## config.mk

```make
export PLATFORM = sky130hd
export DESIGN_NAME = uoec_top
export DESIGN_NICKNAME = d
export VERILOG_FILES = /design/src/common/uoec_pkg.sv /design/src/verilog/uoec_ep_regs.sv /design/src/verilog/uoec_top.sv
export SDC_FILE = /design/constraint.sdc
export NUM_CORES = 1
export LEC_CHECK = 0
export ABC_AREA = 1
export BUFFER_PORTS_ARGS = -buffer_cell sky130_fd_sc_hd__buf_2
export CORE_MARGIN = 8
export CORE_UTILIZATION = 38
export DETAILED_ROUTE_END_ITERATION = 7
export GPL_ROUTABILITY_DRIVEN = 0
export PLACE_DENSITY = 0.62
export SYNTH_ARGS = -nofsm -noshare
export SYNTH_HDL_FRONTEND = slang
export SYNTH_SLANG_ARGS = --single-unit
```

## constraint.sdc

```tcl
create_clock -name clk -period 2.29 [get_ports clk]
set_clock_uncertainty 0.1 [all_clocks]
set_input_delay 0.1145 -clock clk [delete_from_list [all_inputs] [get_ports clk]]
set_output_delay 0.1145 -clock clk [all_outputs]
set_load 0.02 [all_outputs]
```

## src/common/uoec_pkg.sv

```systemverilog
package uoec_pkg;

    localparam int EP_NUM = 3;
    localparam int REG_W = 8;
    localparam int BUF_ADDR_W = 11;
    localparam int ADDR_PAD_W = 3;

    // endpoint descriptor bases in the controller's external data space
    localparam logic [15:0] EP1_BASE = 16'hff08;
    localparam logic [15:0] EP2_BASE = 16'hff10;
    localparam logic [15:0] EP3_BASE = 16'hff18;

    // entry offsets inside one descriptor block
    localparam logic [2:0] OFS_CONFIG = 3'h0;
    localparam logic [2:0] OFS_XBASE = 3'h1;

    // configuration field positions
    localparam int CFG_ENABLE_BIT = 7;
    localparam int CFG_ISO_BIT = 6;
    localparam int CFG_TOGGLE_BIT = 5;
    localparam int CFG_DUAL_BIT = 4;
    localparam int CFG_STALL_BIT = 3;
    localparam int CFG_IE_BIT = 2;

    // writable bits; the two low bits are reserved and read as zero
    localparam logic [7:0] CFG_WMASK = 8'hfc;

    localparam logic [7:0] CFG_RESET = 8'h00;
    localparam logic [7:0] XBASE_RESET = 8'h00;

    typedef enum logic [0:0] {
        UOEC_IDLE,
        UOEC_BUSY
    } uoec_state_t;

endpackage

```

## src/verilog/uoec_ep_regs.sv

```systemverilog
`timescale 1ns/1ps
`default_nettype none

module uoec_ep_regs (
    input wire logic clk,
    input wire logic rstn,
    input wire logic wr_cfg,
    input wire logic wr_xbase,
    input wire logic [7:0] wdata,
    input wire logic flip_toggle,
    output logic [7:0] cfg_r,
    output logic [7:0] xbase_r
);

    logic [7:0] cfg_nxt;
    logic [7:0] xbase_nxt;

    always_comb
    begin
        cfg_nxt = cfg_r;
        xbase_nxt = xbase_r;
        if (wr_cfg)
        begin
            cfg_nxt = wdata & uoec_pkg::CFG_WMASK;
        end
        // hardware toggle update wins over a same-cycle write
        if (flip_toggle)
        begin
            cfg_nxt[uoec_pkg::CFG_TOGGLE_BIT] =
                ~cfg_r[uoec_pkg::CFG_TOGGLE_BIT];
        end
        // only the controller writes the base; no completion path here
        if (wr_xbase)
        begin
            xbase_nxt = wdata;
        end
    end

    always_ff @(posedge clk)
    begin
        if (!rstn)
        begin
            cfg_r <= uoec_pkg::CFG_RESET;
            xbase_r <= uoec_pkg::XBASE_RESET;
        end
        else
        begin
            cfg_r <= cfg_nxt;
            xbase_r <= xbase_nxt;
        end
    end

endmodule // uoec_ep_regs

`default_nettype wire

```

## src/verilog/uoec_top.sv

```systemverilog
`timescale 1ns/1ps
`default_nettype none

module uoec_top (
    input wire logic clk,
    input wire logic rstn,
    input wire logic [15:0] mcu_addr,
    input wire logic mcu_wr,
    input wire logic mcu_rd,
    input wire logic [7:0] mcu_wdata,
    output logic [7:0] mcu_rdata,
    output logic mcu_hit,
    input wire logic txn_start,
    input wire logic [1:0] txn_ep,
    input wire logic txn_done,
    input wire logic txn_ok,
    output logic txn_ack,
    output logic txn_grant,
    output logic txn_stall,
    output logic [10:0] txn_addr,
    output logic txn_use_y,
    output logic txn_toggle,
    output logic irq_done,
    output logic [1:0] irq_ep
);

    localparam logic [15:0] EP_BASE [uoec_pkg::EP_NUM] = '{
        uoec_pkg::EP1_BASE, uoec_pkg::EP2_BASE, uoec_pkg::EP3_BASE};

    // endpoint index 1..3 for a descriptor address, 0 when unmapped
    function automatic logic [1:0] ep_of(input logic [15:0] a);
        logic [1:0] r;
        r = 2'h0;
        for (int i = 0; i < uoec_pkg::EP_NUM; i++)
        begin
            if (a[15:3] == EP_BASE[i][15:3])
            begin
                r = 2'(i + 1);
            end
        end
        return r;
    endfunction

    logic [7:0] cfg [uoec_pkg::EP_NUM];
    logic [7:0] xbase [uoec_pkg::EP_NUM];
    logic [uoec_pkg::EP_NUM-1:0] wr_cfg;
    logic [uoec_pkg::EP_NUM-1:0] wr_xbase;
    logic [uoec_pkg::EP_NUM-1:0] flip;
    logic [1:0] bus_ep;
    logic bus_cfg;
    logic bus_xb;

    assign bus_ep = ep_of(mcu_addr);
    assign bus_cfg = (mcu_addr[2:0] == uoec_pkg::OFS_CONFIG);
    assign bus_xb = (mcu_addr[2:0] == uoec_pkg::OFS_XBASE);

    genvar g;
    generate
        for (g = 0; g < uoec_pkg::EP_NUM; g++)
        begin : g_ep
            assign wr_cfg[g] = mcu_wr && bus_ep == 2'(g + 1) && bus_cfg;
            assign wr_xbase[g] = mcu_wr && bus_ep == 2'(g + 1) && bus_xb;
            uoec_ep_regs u_regs (
                .clk(clk),
                .rstn(rstn),
                .wr_cfg(wr_cfg[g]),
                .wr_xbase(wr_xbase[g]),
                .wdata(mcu_wdata),
                .flip_toggle(flip[g]),
                .cfg_r(cfg[g]),
                .xbase_r(xbase[g])
            );
        end
    endgenerate

    // register read port: data one cycle after the read strobe
    logic [7:0] rdata_r;
    logic [7:0] rdata_nxt;
    logic hit_r;
    logic hit_nxt;

    always_comb
    begin
        rdata_nxt = rdata_r;
        hit_nxt = 1'b0;
        if (mcu_rd)
        begin
            rdata_nxt = 8'h00;
            if (bus_ep != 2'h0 && bus_cfg)
            begin
                rdata_nxt = cfg[bus_ep - 2'h1];
                hit_nxt = 1'b1;
            end
            else if (bus_ep != 2'h0 && bus_xb)
            begin
                rdata_nxt = xbase[bus_ep - 2'h1];
                hit_nxt = 1'b1;
            end
        end
    end

    always_ff @(posedge clk)
    begin
        if (!rstn)
        begin
            rdata_r <= 8'h00;
            hit_r <= 1'b0;
        end
        else
        begin
            rdata_r <= rdata_nxt;
            hit_r <= hit_nxt;
        end
    end

    assign mcu_rdata = rdata_r;
    assign mcu_hit = hit_r;

    // transaction service for the buffer manager
    uoec_pkg::uoec_state_t state_r;
    uoec_pkg::uoec_state_t state_nxt;
    logic [1:0] ep_r;
    logic [1:0] ep_nxt;
    logic ack_r, ack_nxt, grant_r, grant_nxt, stall_r, stall_nxt;
    logic [10:0] addr_r, addr_nxt;
    logic use_y_r, use_y_nxt, tog_r, tog_nxt;
    logic irq_r, irq_nxt;
    logic [1:0] irq_ep_r, irq_ep_nxt;
    logic start_ok;
    logic [7:0] start_cfg;
    logic [7:0] start_xbase;
    logic [7:0] cur_cfg;

    assign start_ok = txn_start && state_r == uoec_pkg::UOEC_IDLE
        && txn_ep != 2'h0;
    assign start_cfg = (txn_ep != 2'h0) ? cfg[txn_ep - 2'h1] : 8'h00;
    assign start_xbase = (txn_ep != 2'h0) ? xbase[txn_ep - 2'h1] : 8'h00;
    assign cur_cfg = (ep_r != 2'h0) ? cfg[ep_r - 2'h1] : 8'h00;

    always_comb
    begin
        state_nxt = state_r;
        ep_nxt = ep_r;
        ack_nxt = 1'b0;
        grant_nxt = 1'b0;
        stall_nxt = stall_r;
        addr_nxt = addr_r;
        use_y_nxt = use_y_r;
        tog_nxt = tog_r;
        irq_nxt = 1'b0;
        irq_ep_nxt = irq_ep_r;
        flip = '0;
        unique case (state_r)
            uoec_pkg::UOEC_IDLE:
            begin
                if (start_ok)
                begin
                    ack_nxt = 1'b1;
                    ep_nxt = txn_ep;
                    stall_nxt = start_cfg[uoec_pkg::CFG_STALL_BIT];
                    grant_nxt = start_cfg[uoec_pkg::CFG_ENABLE_BIT]
                        && !start_cfg[uoec_pkg::CFG_STALL_BIT];
                    addr_nxt = {start_xbase,
                        {uoec_pkg::ADDR_PAD_W{1'b0}}};
                    tog_nxt = start_cfg[uoec_pkg::CFG_TOGGLE_BIT];
                    use_y_nxt = start_cfg[uoec_pkg::CFG_DUAL_BIT]
                        && start_cfg[uoec_pkg::CFG_TOGGLE_BIT];
                    if (grant_nxt)
                    begin
                        state_nxt = uoec_pkg::UOEC_BUSY;
                    end
                end
            end
            uoec_pkg::UOEC_BUSY:
            begin
                if (txn_done)
                begin
                    state_nxt = uoec_pkg::UOEC_IDLE;
                    if (txn_ok)
                    begin
                        flip[ep_r - 2'h1] = 1'b1;
                        irq_nxt = cur_cfg[uoec_pkg::CFG_IE_BIT];
                        irq_ep_nxt = ep_r;
                    end
                end
            end
        endcase
    end

    always_ff @(posedge clk)
    begin
        if (!rstn)
        begin
            state_r <= uoec_pkg::UOEC_IDLE;
            ep_r <= 2'h0;
            ack_r <= 1'b0;
            grant_r <= 1'b0;
            stall_r <= 1'b0;
            addr_r <= 11'h000;
            use_y_r <= 1'b0;
            tog_r <= 1'b0;
            irq_r <= 1'b0;
            irq_ep_r <= 2'h0;
        end
        else
        begin
            state_r <= state_nxt;
            ep_r <= ep_nxt;
            ack_r <= ack_nxt;
            grant_r <= grant_nxt;
            stall_r <= stall_nxt;
            addr_r <= addr_nxt;
            use_y_r <= use_y_nxt;
            tog_r <= tog_nxt;
            irq_r <= irq_nxt;
            irq_ep_r <= irq_ep_nxt;
        end
    end

    assign txn_ack = ack_r;
    assign txn_grant = grant_r;
    assign txn_stall = stall_r;
    assign txn_addr = addr_r;
    assign txn_use_y = use_y_r;
    assign txn_toggle = tog_r;
    assign irq_done = irq_r;
    assign irq_ep = irq_ep_r;

    logic [23:0] xbase_all;
    assign xbase_all = {xbase[2], xbase[1], xbase[0]};

    a_disabled_refused: assert property (@(posedge clk) disable iff (!rstn)
        start_ok && !start_cfg[uoec_pkg::CFG_ENABLE_BIT]
        |=> txn_ack && !txn_grant && state_r == uoec_pkg::UOEC_IDLE)
        else $error("disabled endpoint was granted");
    a_irq_enable_gate: assert property (@(posedge clk) disable iff (!rstn)
        state_r == uoec_pkg::UOEC_BUSY && txn_done && txn_ok
        |=> irq_done == $past(cur_cfg[uoec_pkg::CFG_IE_BIT])
            && (!irq_done || irq_ep == $past(ep_r)))
        else $error("completion interrupt wrong");
    a_no_stray_irq: assert property (@(posedge clk) disable iff (!rstn)
        irq_done |-> $past(state_r == uoec_pkg::UOEC_BUSY && txn_done))
        else $error("interrupt without completion");
    a_stall_answer: assert property (@(posedge clk) disable iff (!rstn)
        start_ok && start_cfg[uoec_pkg::CFG_STALL_BIT]
        |=> txn_ack && txn_stall && !txn_grant)
        else $error("stall not signalled");
    a_start_address: assert property (@(posedge clk) disable iff (!rstn)
        start_ok |=> txn_addr == {$past(start_xbase), 3'b000})
        else $error("start address mismatch");
    a_addr_held: assert property (@(posedge clk) disable iff (!rstn)
        state_r == uoec_pkg::UOEC_BUSY |=> $stable(txn_addr))
        else $error("address moved during transaction");
    a_base_kept: assert property (@(posedge clk) disable iff (!rstn)
        !mcu_wr |=> $stable(xbase_all))
        else $error("base changed without a write");
    a_toggle_flips: assert property (@(posedge clk) disable iff (!rstn)
        state_r == uoec_pkg::UOEC_BUSY && txn_done && txn_ok
        |=> cur_cfg[uoec_pkg::CFG_TOGGLE_BIT]
            != $past(cur_cfg[uoec_pkg::CFG_TOGGLE_BIT]))
        else $error("toggle did not flip");
    a_buffer_select: assert property (@(posedge clk) disable iff (!rstn)
        start_ok |=> txn_use_y == ($past(start_cfg[uoec_pkg::CFG_DUAL_BIT])
            && $past(start_cfg[uoec_pkg::CFG_TOGGLE_BIT])))
        else $error("wrong buffer selected");

endmodule // uoec_top

`default_nettype wire

```

Word-level counts from Yosys, hierarchy flattened --
Index checks and enable logic that the tools add are counted.
Storage, ports and cells: RAM bits 0, memories 0, memory bits (read-only) 0, input bits 33, register bits 70, word-level logic and storage cells 115, output and inout port bits 28, bits in latches 0
Cells by class: bitwise operators 9, multiplexer cells 40, shifts and indexed selects 0, order comparisons 5, $add $sub $neg 3, reduce and logical (&&, ||, !) cells 30, equality and inequality tests 7, div/mod/pow operators 0, multipliers 0
Operator list (count):
- two-way mux 8 bit | 12
- binary-select mux 8 bit (select 2 bit) | 5
- == test 13 bit (second input constant) | 3
- two-way mux 6 bit | 3
- logical AND 1 bit | 16
- two-way mux 3 bit | 5
- nonzero test 2 bit | 6
- two-way mux 1 bit | 11
- greater-or-equal comparator 3 bit (second input constant) | 3
- NOT 2 -> 3 bit | 3
- NOT 1 bit | 6
- subtractor 2 x 1 -> 2 bit (second input constant) | 3
- AND reduction 5 bit | 1
- == test 2 bit (second input constant) | 2
- two-way mux 2 bit | 2
- AND reduction 2 bit | 2
- == test 3 x 1 -> 1 bit (second input constant) | 1
- logical NOT 3 bit | 1
- < comparator 2 x 3 -> 1 bit (second input constant) | 1
- AND reduction 3 bit | 1
- OR reduction 3 bit | 1
- demux 1 bit (select 2 bit) | 1
- == test 2 x 1 -> 1 bit (second input constant) | 1
- greater-or-equal comparator 2 x 1 -> 1 bit (second input constant) | 1
- other kinds (3) | 3

Logic depth before layout (Yosys ltp) --
depth in word-level cells 11, gate-level depth with buffers 13, mapped depth without buffers 13

Cells and area by module --
A second synthesis with hierarchy kept.
Second synthesis, totals: cells, all modules 552, area total of the unflattened synthesis 3769.9 um^2
By module, submodules not included:
- uoec_top | cells an instance 348, instances 1, sequential area each 560.5 um^2, area each 2238.4 um^2
- uoec_ep_regs | cells an instance 68, instances 3, sequential area each 280.3 um^2, area each 510.5 um^2

Worst setup path after synthesis --
No wires, ideal clock.
path type input -> register, start point input txn_ep[0], end point register state_r, path slack 0.858 ns, stages 8, data required time 2.098 ns, data arrival time 1.240 ns, library setup time 0.092 ns, path through inv_1 > ha_1 > nor2_1 > clkbuf_1 > a22oi_1 > nor2_1 > nand2_1 > o32ai_1
On the way: word-level cells in the longest chain between the ends 11, elaborated cells on any way between the ends 13
RTL lines:
- from (decl) | line uoec_top.sv:14 | input wire logic [1:0] txn_ep,
- subtractor 2 x 1 -> 2 bit | line uoec_top.sv:136 | assign start_cfg = (txn_ep != 2'h0) ? cfg[txn_ep - 2'h1] : 8'h00;
- NOT 2 -> 3 bit (implied by the code) | line uoec_top.sv:136
- binary-select mux 8 bit (select 2 bit) | line uoec_top.sv:136
- two-way mux 8 bit (implied by the code) (2 in a row) | line uoec_top.sv:136
- two-way mux 8 bit | line uoec_top.sv:136
- logical NOT 1 bit | line uoec_top.sv:162 | && !start_cfg[uoec_pkg::CFG_STALL_BIT];
- logical AND 1 bit | line uoec_top.sv:162
- two-way mux 1 bit | line uoec_top.sv:168 | if (grant_nxt)
- two-way mux 1 bit * | line uoec_top.sv:156 | if (start_ok)
- case mux 1 bit (2 select lines) * | line uoec_top.sv:153 | unique case (state_r)
- to (signal assigned) | line uoec_top.sv:194 | state_r <= uoec_pkg::UOEC_IDLE;
- to (signal assigned) | line uoec_top.sv:207 | state_r <= state_nxt;
- to (decl) | line uoec_top.sv:120 | uoec_pkg::uoec_state_t state_r;
Every way passes the cells marked *; elsewhere a longest branch is shown, timed or not. The select of a mux whose other input is x is not followed. A chain may end at the register's enable or synchronous reset.

Worst setup path in the final report --
start point input txn_ep[1], end point register use_y_r, in the netlist txn_use_y
On the way: word-level cells in the longest chain between the ends 7, elaborated cells on any way between the ends 10
RTL lines:
- subtractor 2 x 1 -> 2 bit | line uoec_top.sv:136
- NOT 2 -> 3 bit (implied by the code) | line uoec_top.sv:136
- binary-select mux 8 bit (select 2 bit) | line uoec_top.sv:136
- two-way mux 8 bit (implied by the code) (2 in a row) | line uoec_top.sv:136
- two-way mux 8 bit | line uoec_top.sv:136
- logical AND 1 bit | line uoec_top.sv:167 | && start_cfg[uoec_pkg::CFG_TOGGLE_BIT];
- to (signal assigned) | line uoec_top.sv:213 | use_y_r <= use_y_nxt;
- to (decl) | line uoec_top.sv:126 | logic use_y_r, use_y_nxt, tog_r, tog_nxt;
Parallel ways exist; a longest one is shown, timed or not. The select of a mux whose other input is x is not followed.

==> flow_summary.yaml <==
critical_path:
  critPathTopFamily: "buffers and inverters"
  crit_buf_inv: 4
  slowest_delay_ps: 530
  critPathCaptureType: "register"
  crit_path_cell_trace: "dlygate4sd3_1, buf_2, inv_1, ha_1, buf_4, o21ai_0, o21ai_0, nand3_1, a21oi_1"
  cpMaxStageDelayCell: "dlygate4sd3_1"
  crit_path_frequent_cell: "o21ai_0"
  worst_ep_required_time_ps: 2470
  start_kind: "primary input"
  critPathMaxFanout: 12
  crit_type: "in2reg"
  arrival_ps: 1860
status:
  status: "finished clean"
synthesis:
  ys_seq_area_share_pct: 40.1
  yosysWarnings: 0
  syn-cell-area_sq_mm: 0.00349
  syn-instance-count: 511
  synth.avg_cell_area_sq_um: 6.84
  ys_types: 30
  ys_ff_latch: 70
cells_and_area:
  final_area_sq_mm: 0.00422
  syn2layout_area_growth_pct: 20.8
  fin_util_pct: 46.6
  fin_cells: 693
  diodes: 0
  nNetsFinal: 615
  layout-drive-gt1-share_pct: 17.7
power:
  p_seq_share_pct: 45.6
  swShare_pct: 25.0
  p_per_area_mw_per_mm2: 648
  cellLeakagePower_nw: 1.88
  pwr-share-clk_pct: 45.1
  internal-power_mw: 2.05
  power_mw: 2.74
  vdd_ir_drop_max_mv: 0.378
  pwr-share-comb_pct: 9.3
  p_switching_mw: 0.683
clock_tree:
  cts_resized: 0
  cts_buffers: 9
  clock_sinks: 70
  cts_tree: "yes"
  cts_root_buf: "clkbuf_8"
  clk_pin_slew_ps: 80
  cts_hold_buf: 10
  post_cts_buffers: 0
  clock_latency_ps: 350
  htree_levels: 3
  cts_buffer_depth: 2
placement:
  port_buffers: 57
  hpwlAfterDp_mm: 7.58
  place_ws_ps: 470
  dpl_cell_area_sq_mm: 0.00388
  dp_cells: 667
routing:
  wl_mm: 10.2
  dr_total_vias: 3504
  routedWlPerCell_um: 14.7
  drtIter0Drc: 271
  drc: 0
  drtAntennaViolNets: 0
  drtPass1Iterations: 7
  vias_per_cell: 5.06
sta:
  setup_violations: 0
  slew_viol_final: 0
  fin_hold_ws_ps: 52.1
  worst_slack_ps: 604
  fin_crit_sh_pct: 73.6
  hold_violations: 0
  timing.fmax_mhz: 593
  tightest_slew_ps: 505
  maxSlewHeadroom_pct: 66.2
  fin_crit_ps: 1690
  tns_ps: 0
  rsz0062_at_grt: "no"
global_route:
  grt_pass1_wl_mm: 16.9
  grt_pass1_vias: 3359
  gr-usage-all-layers_pct: 16.6
  grt_start_max_net_pins: 42
  antenna_found_initial: 0
  grt-ovfl-total: 0
floorplan:
  core_sq_mm: 0.00906
  die_h_um: 112
  start_util_pct: 38.5
  design.die.area_sq_mm: 0.0125
  rows: 35
  die_width_um: 112
  design.portCount: 61
hold_path:
  hold_class: "in2reg"
flow_run:
  drv_cap: 0
[worst reg2reg max path, cell delays in order (launching register included)]
cell and delay (ps):
dfxtp_1 330, inv_1 50, nand3_1 70, buf_4 210, inv_1 180, nor2_1 140
nor2_1 40, o21ai_0 80, inv_1 50
[routing by layer]
layer / share of wire, % / GRT usage, % / vias to the layer above
met5: 0 / 0 / -
met4: 2.7 / 8.57 / 0
met3: 6.5 / 3.84 / 23
met2: 43 / 25.0 / 128
met1: 48 / 21.5 / 1550
li1: - / - / 1803
[worst paths after layout]
kind	start	end	slack [ps]	depth (start not counted)
max	txn_ep[1]	txn_use_y	600	9
min	mcu_rd	mcu_rdata[5]	50	4
min reg2reg	mcu_rdata[1]	mcu_rdata[1]	370	2
max reg2reg	state_r	txn_stall	930	8
[cell type report]
| type | count | area, sq um |
|---|---|---|
| clock buffers | 9 | 124 |
| clock inverters | 7 | 120 |
| flip-flops and latches | 70 | 1400 |
| inverters | 50 | 188 |
| fillers | 918 | 4840 |
| repair buffers | 75 | 445 |
| well taps | 111 | 139 |
| multi-input cells | 371 | 1800 |
[registers in the layout, summed over array words and instances (netlist names), 2 cells and up]
| name | count |
|---|---|
| irq_ep | 2 |
| ep_r | 2 |
| g_ep.u_regs.xbase_r | 24 |
| txn_addr | 8 |
| g_ep.u_regs.cfg_r | 18 |
| mcu_rdata | 8 |
[cell families after synthesis]
group / after synthesis / share of synthesized area, %
buf+inv: 72 / 8.49
compound gates: 121 / 18.7
fa+ha+maj: 5 / 1.79
simple gates: 242 / 30.8
flops: 70 / 40.1
other cells: 1 / 0.107
[cell usage after synthesis]
cell type	instances	share of area [%]
nor2_4	2	0.64
nor3_2	3	0.86
inv_1	43	4.6
o21ai_0	37	5.3
nor3_4	3	1.4
buf_2	3	0.43
buf_4	4	0.86
o211ai_1	11	2.4
clkbuf_1	14	1.5
nand3_4	1	0.50
nand3_2	2	0.57
o32ai_1	1	0.25
nor3_1	4	0.57
nand2_4	1	0.32
a21oi_1	56	8.0
nor2_2	2	0.36
o2111ai_1	1	0.25
a211oi_1	3	0.64
nand2_2	1	0.18
conb_1	1	0.11
inv_2	7	0.75
ha_1	5	1.8
o22ai_1	2	0.36
buf_6	1	0.32
o21ai_1	9	1.3
nor2_1	53	5.7
dfxtp_1	70	40
nand2_1	130	14
a22oi_1	1	0.21
nand3_1	40	5.7
[layout by cell type, fill, tap and decap left out, drive strengths merged, types with 2 or more instances in the layout]
master       count
nand3           43
clkinv           2
dfxtp           70
o21ai           46
ha               5
conb             3
o22ai            2
nor2            57
dlygate4sd3     10
a211oi           3
nand2          132
o211ai          11
buf             65
nor3            10
bufinv           3
inv             51
a21oi           56
clkbuf           9
[power groups by stage]
| stage | logic (mW) | clock network, mW | registers, mW |
|---|---|---|---|
| finish | 0.255 | 1.24 | 1.25 |
| detailed placement | 0.241 | 0 | 1.28 |
| floorplan | 0.122 | 0 | 1.30 |
| global placement | 0.239 | 0 | 1.28 |
| global route | 0.283 | 1.30 | 1.25 |
| CTS | 0.255 | 1.26 | 1.25 |
No activity file was read; power rests on OpenSTA's default activity.
